**config.mk**
```make
export PLATFORM = sky130hd
export DESIGN_NAME = sps_servo_pulse_status
export DESIGN_NICKNAME = d
export VERILOG_FILES = /design/src/sps_pkg.sv /design/src/sps_servo_pulse_status.sv
export VERILOG_INCLUDE_DIRS = /design/src
export SDC_FILE = /design/constraint.sdc
export NUM_CORES = 2
export LEC_CHECK = 0
export ABC_AREA = 1
export BUFFER_PORTS_ARGS = -buffer_cell sky130_fd_sc_hd__buf_2
export CELL_PAD_IN_SITES_DETAIL_PLACEMENT = 1
export CELL_PAD_IN_SITES_GLOBAL_PLACEMENT = 2
export CORE_MARGIN = 2
export CORE_UTILIZATION = 33
export CTS_CLUSTER_DIAMETER = 120
export DETAILED_ROUTE_END_ITERATION = 8
export MAX_ROUTING_LAYER = met4
export PLACE_DENSITY_LB_ADDON = 0.1
export SLEW_MARGIN = 0
export SYNTH_ARGS = -nofsm -noshare
export SYNTH_HDL_FRONTEND = slang
export SYNTH_SLANG_ARGS = --single-unit
```
**constraint.sdc**
```tcl
create_clock -name aclk -period 9.6 [get_ports aclk]
set_input_delay 0.96 -clock aclk [delete_from_list [all_inputs] [get_ports aclk]]
set_output_delay 0.96 -clock aclk [all_outputs]
set_load 0.05 [all_outputs]
```
**src/sps_defines.svh**
```systemverilog
/*
 * Offsets, reset values, timing counts and response codes of the servo pulse/status block.
 * Assumes a 100 MHz clock and a 32-bit AXI4-Lite register bus.
 */
`ifndef SPS_DEFINES_SVH
`define SPS_DEFINES_SVH
`define SPS_OFF_GEAR 8'h00
`define SPS_OFF_POS 8'h04
`define SPS_OFF_WIN 8'h08
`define SPS_OFF_SPD 8'h0c
`define SPS_OFF_SPW 8'h10
`define SPS_OFF_RAMP 8'h14
`define SPS_OFF_SCV 8'h18
`define SPS_OFF_CPOS 8'h20
`define SPS_OFF_APOS 8'h24
`define SPS_OFF_STAT 8'h28
`define SPS_NUM_CFG 7
`define SPS_RST_GEAR 32'h0001_0001
`define SPS_RST_POS 32'h0000_0000
`define SPS_RST_WIN 32'h03e8_0032
`define SPS_RST_SPD 32'h0000_0032
`define SPS_RST_SPW 32'h0000_0014
`define SPS_RST_RAMP 32'h0000_0000
`define SPS_RST_SCV 32'h0000_0000
`define SPS_CNT_PER_CYC 12000
`define SPS_CLK_NS 10
`define SPS_TUNIT_NS 10000000
`define SPS_TUNIT_CYC (`SPS_TUNIT_NS / `SPS_CLK_NS)
`define SPS_RESP_OKAY 2'b00
`define SPS_RESP_SLVERR 2'b10
`endif

```
**src/sps_pkg.sv**
```systemverilog
/*
 * Types of the servo pulse/status block.
 * Assumes sps_defines.svh for all numeric constants.
 */
package sps_pkg;
    typedef enum logic [7:0] {
        SPS_PT_PP = 8'h00,
        SPS_PT_QUAD = 8'h01,
        SPS_PT_PD = 8'h02,
        SPS_PT_PP_REV = 8'h10,
        SPS_PT_QUAD_REV = 8'h11,
        SPS_PT_PD_REV = 8'h12
    } sps_ptype_t;
    typedef struct packed {
        logic pos_match;
        logic motor_stopped;
        logic speed_match;
        logic at_marker;
    } sps_flags_t;
endpackage

```
**src/sps_servo_pulse_status.sv**
```systemverilog
/*
 * Command pulse decoder, feedback pulse output at the fixed 1:1 reset gear ratio, marker zero, coincidence flags,
 * torque clamp, speed ramps and analog reference polarity, behind an AXI4-Lite slave.
 * Assumes all inputs synchronous to aclk except cmd_pulse_a/b, and one feedback step per cycle.
 */
`timescale 1ns/1ps
`include "sps_defines.svh"
// How it works
// Output pulses scale feedback by den over num
// Internal resolution 12000 counts per resolver cycle
// Gear ratio adopted only at power-up; the copy always takes the 1:1 reset value
// Marker shift moves electrical zero, 0..11999
// One zero state per resolver cycle
// Zero pulse and stop marker use shifted zero
// Position coincidence inside position window
// Motor stopped while speed below limit
// Nonzero target: coincidence at target speed
// Zero target: coincidence at commanded speed
// Speed coincident within speed window
// Torque clamped to cap while limit applied
// Linear accel over accel time to rated
// Linear decel over decel time from rated
// Nonzero S time overrides linear ramps
// Set-zero or startup action per zero mode
// Reference polarity bits invert each reference
// Code 00: A increments, B decrements
// Code 01: quadrature by four, A leads up
// Code 02: A steps, B low increments
// Code 12: A steps, B high increments
// Code 10: B increments, A decrements
// Code 11: quadrature by four, B leads up
// Command inputs synchronised, then edge detected
module sps_servo_pulse_status #(
    parameter int RES_CYCLES = 1,
    parameter int RATED_RPM = 3000
) (
    input wire logic aclk,
    input wire logic aresetn,
    input wire logic ce,
    input wire logic [7:0] s_axi_awaddr,
    input wire logic s_axi_awvalid,
    output logic s_axi_awready,
    input wire logic [31:0] s_axi_wdata,
    input wire logic [3:0] s_axi_wstrb,
    input wire logic s_axi_wvalid,
    output logic s_axi_wready,
    output logic [1:0] s_axi_bresp,
    output logic s_axi_bvalid,
    input wire logic s_axi_bready,
    input wire logic [7:0] s_axi_araddr,
    input wire logic s_axi_arvalid,
    output logic s_axi_arready,
    output logic [31:0] s_axi_rdata,
    output logic [1:0] s_axi_rresp,
    output logic s_axi_rvalid,
    input wire logic s_axi_rready,
    input wire logic cmd_pulse_a,
    input wire logic cmd_pulse_b,
    input wire logic fb_inc,
    input wire logic fb_dec,
    input wire logic set_zero,
    input wire logic signed [15:0] act_speed,
    input wire logic signed [15:0] cmd_speed,
    input wire logic signed [15:0] torque_in,
    input wire logic torque_limit_en,
    input wire logic signed [15:0] analog_ref_a,
    input wire logic signed [15:0] analog_ref_b,
    output logic out_pulse_a,
    output logic out_pulse_b,
    output logic zero_pulse_out,
    output logic at_marker,
    output logic pos_match,
    output logic motor_stopped,
    output logic speed_match,
    output logic signed [15:0] torque_out,
    output logic signed [15:0] ref_a_out,
    output logic signed [15:0] ref_b_out,
    output logic signed [15:0] speed_ramp
);
    localparam int REV = `SPS_CNT_PER_CYC * RES_CYCLES;
    localparam logic [31:0] TUNIT = 32'(`SPS_TUNIT_CYC);

    if (RES_CYCLES < 1 || RES_CYCLES > 16 || RATED_RPM < 1 || RATED_RPM > 32767) begin : g_bad
        $error("sps: RES_CYCLES or RATED_RPM out of range");
    end

    function automatic logic [16:0] abs16(input logic signed [15:0] v);
        abs16 = v[15] ? 17'(-$signed({v[15], v})) : {1'b0, v};
    endfunction

    logic [31:0] cfg_r [0:`SPS_NUM_CFG-1];
    logic [14:0] num_act_r, den_act_r;
    logic pup_r;
    logic signed [31:0] cmd_pos_r, act_pos_r;
    logic [13:0] elec_r;
    logic [17:0] rot_r;
    logic signed [23:0] res_r;
    logic [1:0] q_r;
    logic signed [15:0] tgt_r;
    logic [32:0] racc_r;
    logic [15:0] sdelta_r;
    logic a_s1, a_s2, a_s3, b_s1, b_s2, b_s3;
    logic wr_go, rd_go, wr_hit, rd_hit;
    logic [31:0] rd_val;

    wire [14:0] marker = cfg_r[1][13:0] < 14'(`SPS_CNT_PER_CYC) ? {1'b0, cfg_r[1][13:0]} : 15'h0;
    wire [1:0] zmode = cfg_r[1][17:16];
    wire [1:0] refpol = cfg_r[1][21:20];
    wire [14:0] pos_win = cfg_r[2][14:0];
    wire [9:0] tq_cap = cfg_r[2][25:16];
    wire [11:0] stop_lim = cfg_r[3][11:0];
    wire [11:0] sm_tgt = cfg_r[3][27:16];
    wire [11:0] sm_win = cfg_r[4][11:0];
    wire [7:0] ptype = cfg_r[4][23:16];
    wire [11:0] t_acc = cfg_r[5][11:0];
    wire [11:0] t_dec = cfg_r[5][27:16];
    wire [11:0] t_scv = cfg_r[6][11:0];

    // AXI4-Lite slave: both write channels taken together, one answer outstanding
    assign wr_go = s_axi_awvalid && s_axi_wvalid && !s_axi_bvalid;
    assign rd_go = s_axi_arvalid && !s_axi_rvalid;
    assign wr_hit = s_axi_awaddr[7:2] < 6'(`SPS_NUM_CFG) && s_axi_awaddr[1:0] == 2'h0;

    always_ff @(posedge aclk) begin
        if (!aresetn) begin
            s_axi_awready <= 1'b0;
            s_axi_wready <= 1'b0;
            s_axi_bvalid <= 1'b0;
            s_axi_bresp <= `SPS_RESP_OKAY;
        end else if (ce) begin
            s_axi_awready <= wr_go && !s_axi_awready;
            s_axi_wready <= wr_go && !s_axi_awready;
            if (s_axi_awready) begin
                s_axi_bvalid <= 1'b1;
                s_axi_bresp <= wr_hit ? `SPS_RESP_OKAY : `SPS_RESP_SLVERR;
            end else if (s_axi_bready) begin
                s_axi_bvalid <= 1'b0;
            end
        end
    end

    always_ff @(posedge aclk) begin
        if (!aresetn) begin
            cfg_r[0] <= `SPS_RST_GEAR;
            cfg_r[1] <= `SPS_RST_POS;
            cfg_r[2] <= `SPS_RST_WIN;
            cfg_r[3] <= `SPS_RST_SPD;
            cfg_r[4] <= `SPS_RST_SPW;
            cfg_r[5] <= `SPS_RST_RAMP;
            cfg_r[6] <= `SPS_RST_SCV;
        end else if (ce && s_axi_awready && wr_hit) begin
            for (int i = 0; i < 4; i++) begin
                if (s_axi_wstrb[i]) begin
                    cfg_r[s_axi_awaddr[4:2]][i*8 +: 8] <= s_axi_wdata[i*8 +: 8];
                end
            end
        end
    end

    always_comb begin
        rd_hit = 1'b1;
        rd_val = 32'h0;
        case (s_axi_araddr)
            `SPS_OFF_GEAR, `SPS_OFF_POS, `SPS_OFF_WIN, `SPS_OFF_SPD, `SPS_OFF_SPW,
            `SPS_OFF_RAMP, `SPS_OFF_SCV: rd_val = cfg_r[s_axi_araddr[4:2]];
            `SPS_OFF_CPOS: rd_val = cmd_pos_r;
            `SPS_OFF_APOS: rd_val = act_pos_r;
            `SPS_OFF_STAT: rd_val = {8'h0, pos_match, motor_stopped, speed_match, at_marker,
                                     4'h0, speed_ramp};
            default: rd_hit = 1'b0;
        endcase
    end

    always_ff @(posedge aclk) begin
        if (!aresetn) begin
            s_axi_arready <= 1'b0;
            s_axi_rvalid <= 1'b0;
            s_axi_rdata <= 32'h0;
            s_axi_rresp <= `SPS_RESP_OKAY;
        end else if (ce) begin
            s_axi_arready <= rd_go && !s_axi_arready;
            if (rd_go && !s_axi_arready) begin
                s_axi_rvalid <= 1'b1;
                s_axi_rdata <= rd_val;
                s_axi_rresp <= rd_hit ? `SPS_RESP_OKAY : `SPS_RESP_SLVERR;
            end else if (s_axi_rready) begin
                s_axi_rvalid <= 1'b0;
            end
        end
    end

    // Gear ratio is copied once after reset, from the 1:1 reset value; later writes are never adopted
    always_ff @(posedge aclk) begin
        if (!aresetn) begin
            pup_r <= 1'b1;
            num_act_r <= 15'h1;
            den_act_r <= 15'h1;
        end else if (ce && pup_r) begin
            pup_r <= 1'b0;
            num_act_r <= cfg_r[0][14:0] == 15'h0 ? 15'h1 : cfg_r[0][14:0];
            den_act_r <= cfg_r[0][30:16] == 15'h0 ? 15'h1 : cfg_r[0][30:16];
        end
    end

    // Command pulse decoder
    always_ff @(posedge aclk) begin
        if (!aresetn) begin
            {a_s1, a_s2, a_s3, b_s1, b_s2, b_s3} <= 6'h0;
        end else if (ce) begin
            {a_s1, a_s2, a_s3} <= {cmd_pulse_a, a_s1, a_s2};
            {b_s1, b_s2, b_s3} <= {cmd_pulse_b, b_s1, b_s2};
        end
    end

    wire a_edge = a_s2 ^ a_s3;
    wire b_edge = b_s2 ^ b_s3;
    wire a_rise = a_s2 && !a_s3;
    wire b_rise = b_s2 && !b_s3;
    // A-leads-B direction; a simultaneous edge on both lines is a lost step
    wire q_up = a_edge ? (a_s2 != b_s2) : (b_s2 == a_s2);
    wire q_ok = a_edge ^ b_edge;
    logic cmd_up, cmd_dn;

    always_comb begin
        cmd_up = 1'b0;
        cmd_dn = 1'b0;
        case (ptype)
            sps_pkg::SPS_PT_PP: begin
                cmd_up = a_rise && !b_rise;
                cmd_dn = b_rise && !a_rise;
            end
            sps_pkg::SPS_PT_QUAD: begin
                cmd_up = q_ok && q_up;
                cmd_dn = q_ok && !q_up;
            end
            sps_pkg::SPS_PT_PD: begin
                cmd_up = a_rise && !b_s2;
                cmd_dn = a_rise && b_s2;
            end
            sps_pkg::SPS_PT_PD_REV: begin
                cmd_up = a_rise && b_s2;
                cmd_dn = a_rise && !b_s2;
            end
            sps_pkg::SPS_PT_PP_REV: begin
                cmd_up = b_rise && !a_rise;
                cmd_dn = a_rise && !b_rise;
            end
            sps_pkg::SPS_PT_QUAD_REV: begin
                cmd_up = q_ok && !q_up;
                cmd_dn = q_ok && q_up;
            end
            default: begin
                cmd_up = 1'b0;
                cmd_dn = 1'b0;
            end
        endcase
    end

    always_ff @(posedge aclk) begin
        if (!aresetn) begin
            cmd_pos_r <= 32'sh0;
        end else if (ce) begin
            cmd_pos_r <= cmd_pos_r + 32'(cmd_up) - 32'(cmd_dn);
        end
    end

    // Feedback position, electrical and rotation counters, absolute zero
    wire fb_up = fb_inc && !fb_dec;
    wire fb_dn = fb_dec && !fb_inc;
    logic [13:0] elec_nxt;

    always_comb begin
        elec_nxt = elec_r;
        if (fb_up) begin
            elec_nxt = elec_r == 14'(`SPS_CNT_PER_CYC - 1) ? 14'h0 : elec_r + 14'h1;
        end else if (fb_dn) begin
            elec_nxt = elec_r == 14'h0 ? 14'(`SPS_CNT_PER_CYC - 1) : elec_r - 14'h1;
        end
    end

    always_ff @(posedge aclk) begin
        if (!aresetn) begin
            elec_r <= 14'h0;
            rot_r <= 18'h0;
            act_pos_r <= 32'sh0;
            zero_pulse_out <= 1'b0;
            at_marker <= 1'b0;
        end else if (ce) begin
            elec_r <= elec_nxt;
            if (fb_up) begin
                rot_r <= rot_r == 18'(REV - 1) ? 18'h0 : rot_r + 18'h1;
            end else if (fb_dn) begin
                rot_r <= rot_r == 18'h0 ? 18'(REV - 1) : rot_r - 18'h1;
            end
            // Zero action acts on the position as it stood before this cycle's step
            if ((set_zero || pup_r) && zmode == 2'd0) begin
                act_pos_r <= 32'sh0;
            end else if ((set_zero || pup_r) && zmode == 2'd1) begin
                act_pos_r <= 32'(rot_r) - 32'(marker);
            end else begin
                act_pos_r <= act_pos_r + 32'(fb_up) - 32'(fb_dn);
            end
            zero_pulse_out <= (fb_up || fb_dn) && elec_nxt == 14'(marker);
            at_marker <= elec_nxt == 14'(marker);
        end
    end

    // Scaled output pulses; residue backlog drains one output step per cycle
    wire out_up = res_r >= $signed({9'h0, num_act_r});
    wire out_dn = res_r <= -$signed({9'h0, num_act_r});
    logic [1:0] q_nxt;

    always_comb begin
        q_nxt = q_r;
        if (out_up) begin
            q_nxt = q_r + 2'd1;
        end else if (out_dn) begin
            q_nxt = q_r - 2'd1;
        end
    end

    always_ff @(posedge aclk) begin
        if (!aresetn) begin
            res_r <= 24'sh0;
            q_r <= 2'd0;
            out_pulse_a <= 1'b0;
            out_pulse_b <= 1'b0;
        end else if (ce) begin
            res_r <= res_r + (fb_up ? $signed({9'h0, den_act_r}) : 24'sh0)
                - (fb_dn ? $signed({9'h0, den_act_r}) : 24'sh0)
                - (out_up ? $signed({9'h0, num_act_r}) : 24'sh0)
                + (out_dn ? $signed({9'h0, num_act_r}) : 24'sh0);
            q_r <= q_nxt;
            out_pulse_a <= q_nxt[1] ^ q_nxt[0];
            out_pulse_b <= q_nxt[1];
        end
    end

    // Comparators, torque clamp, reference polarity
    wire signed [32:0] perr = 33'(cmd_pos_r) - 33'(act_pos_r);
    wire [32:0] perr_abs = perr[32] ? 33'(-perr) : perr;
    wire [16:0] act_abs = abs16(act_speed);
    wire [16:0] cmp_spd = sm_tgt != 12'h0 ? {5'h0, sm_tgt} : abs16(cmd_speed);
    wire [16:0] sdiff = act_abs >= cmp_spd ? act_abs - cmp_spd : cmp_spd - act_abs;
    wire signed [16:0] cap_s = $signed({7'h0, tq_cap});

    always_ff @(posedge aclk) begin
        if (!aresetn) begin
            pos_match <= 1'b0;
            motor_stopped <= 1'b1;
            speed_match <= 1'b0;
            torque_out <= 16'sh0;
            ref_a_out <= 16'sh0;
            ref_b_out <= 16'sh0;
        end else if (ce) begin
            pos_match <= perr_abs <= 33'(pos_win);
            motor_stopped <= act_abs < 17'(stop_lim);
            speed_match <= sdiff <= 17'(sm_win);
            if (torque_limit_en && 17'(torque_in) > cap_s) begin
                torque_out <= 16'(cap_s);
            end else if (torque_limit_en && 17'(torque_in) < -cap_s) begin
                torque_out <= 16'(-cap_s);
            end else begin
                torque_out <= torque_in;
            end
            // Negating -32768 saturates rather than wrapping
            ref_a_out <= refpol[0] ? (analog_ref_a == 16'sh8000 ? 16'sh7fff : -analog_ref_a)
                : analog_ref_a;
            ref_b_out <= refpol[1] ? (analog_ref_b == 16'sh8000 ? 16'sh7fff : -analog_ref_b)
                : analog_ref_b;
        end
    end

    // Speed ramp: rate accumulator advances one r/min when the time budget is spent.
    // The S profile is a constant-rate sweep over the whole S time, not true jerk shaping.
    wire accel = abs16(tgt_r) > abs16(speed_ramp);
    wire [11:0] t_sel = t_scv != 12'h0 ? t_scv : (accel ? t_acc : t_dec);
    wire [32:0] thr = {1'b0, 32'(t_sel) * TUNIT};
    wire [32:0] rate = t_scv != 12'h0 ? {17'h0, sdelta_r} : 33'(RATED_RPM);
    wire [32:0] racc_sum = racc_r + rate;
    wire [16:0] step_gap = abs16(16'(cmd_speed - speed_ramp));

    always_ff @(posedge aclk) begin
        if (!aresetn) begin
            tgt_r <= 16'sh0;
            sdelta_r <= 16'h0;
            racc_r <= 33'h0;
            speed_ramp <= 16'sh0;
        end else if (ce) begin
            tgt_r <= cmd_speed;
            if (cmd_speed != tgt_r) begin
                sdelta_r <= step_gap[16] ? 16'hffff : step_gap[15:0];
                racc_r <= 33'h0;
            end else if (speed_ramp == tgt_r) begin
                racc_r <= 33'h0;
            end else if (t_sel == 12'h0) begin
                speed_ramp <= tgt_r;
            end else if (racc_sum >= thr) begin
                racc_r <= racc_sum - thr;
                speed_ramp <= speed_ramp + (speed_ramp < tgt_r ? 16'sh1 : -16'sh1);
            end else begin
                racc_r <= racc_sum;
            end
        end
    end
endmodule

```
==> reports/metrics.yaml <==
status: "finished clean"
layout-drive-gt1-share_pct: 9.16
setup_slack_ps: 502
worstSetupStartpointType: "flop"
dp_hpwl_um: 169000
gr-total-overflow: 0
dpl-instance-area_um2: 53700
critPathCaptureType: "flop"
final_cell_mix: "nand2_1, inv_1, nor2_1"
yosysWarnings: 0
timing.final.crit_share_pct: 94.8
ios: 258
worst-path-buf-inv: 14
ys_types: 68
synth.avg_cell_area_um2: 7.05
gp_congestion: 0.921
grtUsageMet2_pct: 44.5
clockPowerShare_pct: 15.9
setup_viol_count_final: 0
grt.met1_usage_pct: 37.0
initial_utilization_pct: 33.3
crit_family: "adder cells"
ys_seq_elements: 576
rrSetupSlack_ps: 500
maxSlewViolCount: 0
drc_errors: 0
max_slew_margin_pct: 24.7
power_density_nw_per_um2: 337
worstSetupStartpoint: "speed_ramp[0]$_SDFFE_PN0P_"
clk_pin_slew_ps: 60
synthArstFlopShare_pct: 0
nNetsFinal: 8052
period_needed_ps: 9100
hp-start: "cfg_r[6][29]$_SDFFE_PN0P_"
drt_iter0_markers: 2888
post-place-ws_ps: -175
grt_pass1_wl_um: 315000
portBuffers: 255
worstMarginPinSlew_ps: 1130
dieWidth_um: 393
required_ps: 10160
dieArea_um2: 154000
whs_endpoint: "cfg_r[6][29]$_SDFFE_PN0P_"
clock.fmax_mhz: 110
first_pass_iters: 6
rows: 142
p_leak_uw: 0.0267
grt_max_degree: 96
reg2reg_depth: 54
power_switching_uw: 9900
h-tree-depth: 3
routed_wirelength_um: 210000
cts_tree: "done"
ant_nets: 0
internal_power_uw: 9240
hold_viol: 0
fp.dieH_um: 393
final_common_cell: "nand2_1"
grt_pass1_vias: 50300
tns_ps: 0
core_area_um2: 150000
power_frac_seq_pct: 15.8
skew_ps: 50.5
pwr-share-comb_pct: 68.3
worstPathMaxFanout: 10
ir_drop_uv: 370
synth_cells: 7072
layout-area-overhead-vs-synth_pct: 13.8
met3_usage_pct: 3.34
clockRootBuffer: "clkbuf_16"
swShare_pct: 51.7
cts_made_buffers: 78
netlist_area_um2: 49900
arrival_ps: 9660
vias_per_cell: 5.26
whs_ps: 449
antenna_found_initial: 19
worstReg2RegEnd: "speed_ramp[0]$_SDFFE_PN0P_"
cts.sinks: 576
path_common_cell: "inv_1"
synth_flop_cell: "dfxtp_1"
grt_use_total_pct: 27.6
synth_edf_count: 212
gr-max-usage-layer: "met2"
worstSkewPairLatency_ps: 700
drv_cap: 0
criticalPathCategory: "flop to flop"
crit_path_top_delay_cell: "fa_1"
r2r-start: "speed_ramp[0]$_SDFFE_PN0P_"
fin_area_um2: 56800
utilization_pct: 37.9
vias: 49500
yosysSeqAreaShare_pct: 27.4
detail_route.wl_per_cell_um: 22.3
holdPathStages: 2
slowest_delay_ps: 530
hp-class: "flop to flop"
clockBufferDepth: 3
Yosys cell counts, drive strengths merged, types with 3 or more instances:
library cell	instances	area, um^2
nor3	116	602
a31o	3	26.3
and3	4	25.0
a21oi	647	3250
nor3b	4	30.0
a211o	4	35.0
clkinv	9	33.8
o221a	6	67.6
clkbuf	178	668
a31oi	85	538
o21bai	14	105
nand4	77	482
buf	45	234
o2111ai	26	228
or4	3	22.5
a311oi	4	35.0
ha	493	6170
o211ai	42	315
o21ai	550	2760
xor2	228	2000
and2	5	31.3
o31ai	13	97.6
nand3	274	1420
or2	33	206
a41oi	5	43.8
a21o	14	105
nor2	686	2630
o22ai	129	807
a221oi	15	131
nor4	42	263
dfxtp	364	7290
xnor2	100	876
a211oi	20	150
mux2i	5	50.1
nand2	1353	5150
inv	1074	4030
nand3b	15	113
o21a	34	255
fa	90	1800
edfxtp	212	6370
a21boi	15	116
o221ai	25	219
how the worst max path moves through the flow:
stage / to / depth (start not counted)
after detailed placement: racc_r[32]$_SDFFE_PN0P_ / 52
after global placement: racc_r[32]$_SDFFE_PN0P_ / 55
after CTS: speed_ramp[2]$_SDFFE_PN0P_ / 55
after global routing: speed_ramp[0]$_SDFFE_PN0P_ / 56
final: speed_ramp[0]$_SDFFE_PN0P_ / 54
after floorplan: speed_ramp[2]$_SDFFE_PN0P_ / 54
power groups by stage:
| stage | logic [uW] | registers [uW] | clock network [uW] |
|---|---|---|---|
| after floorplan | 8790 | 3040 | 0 |
| after global placement | 12200 | 3080 | 0 |
| after detailed placement | 12400 | 3080 | 0 |
| after CTS | 12500 | 3030 | 3110 |
| after global routing | 14800 | 3060 | 3200 |
| final | 13100 | 3030 | 3040 |
metrics by stage:
stage | power [uW] | cells
global route | 21100 | 9407
global placement | 15300 | 9246
CTS | 18700 | 9390
floorplan | 11800 | 7096
detailed placement | 15500 | 9246
finish | 19100 | 9408
cell families (layout without fill, tap and decap cells):
group / Yosys count / count (layout) / share of synthesized area [%]
AOI/OAI and AO/OA: 1659 / 1659 / 18.8
xor gates and xnor gates: 328 / 328 / 5.76
adders and majority gates: 583 / 583 / 16.0
buffers and inverters: 1306 / 1597 / 9.96
DFF: 576 / 576 / 27.4
muxes: 5 / 5 / 0.100
other: 2 / 31 / 0.0151
and+or+nand+nor: 2613 / 2613 / 22.0
layer usage:
layer,routed length [um],part of all wire [%]
met2,97000,46
met5,0,0
met1,98200,47
met3,9940,4.7
met4,4530,2.2
worst register-to-register path: cells and delay by family, from the launching register on:
| kind | cells | cell delay (ps) |
|---|---|---|
| xor gates and xnor gates | 2 | 330 |
| adders and majority gates | 9 | 3350 |
| AOI/OAI and AO/OA | 13 | 1900 |
| buffers and inverters | 14 | 1280 |
| and+or+nand+nor | 16 | 1780 |
| DFF | 1 | 340 |
layout make-up:
class	count	area [um^2]
Antenna cell	5	12.5
Clock buffer	100	2130
Clock inverter	44	505
Fill cell	18900	93200
Inverter	1083	4090
Multi-Input combinational cell	5214	31600
Sequential cell	576	13700
Tap cell	2016	2520
Timing Repair Buffer	370	2200
registers in the layout, summed over array words and instances, names as in the netlist, 14 cells and up:
register     flops
ref_a_out       16
res_r           24
torque_out      16
sdelta_r        16
elec_r          14
act_pos_r       32
cmd_pos_r       32
speed_ramp      16
ref_b_out       16
rot_r           18
num_act_r       15
tgt_r           16
cfg_r          244
racc_r          33
s_axi_rdata     32
den_act_r       15
repair_timing:
item / 4_1_cts / 5_1_grt
setup endpoints to repair: 38 / 43
gates cloned: 0 / 1
hold buffers: 0 / 0
buffers inserted: 0 / 12
resized for setup: 6 / 69
pin swaps: 0 / 32
Note: power is estimated with default switching activity, not from simulation.
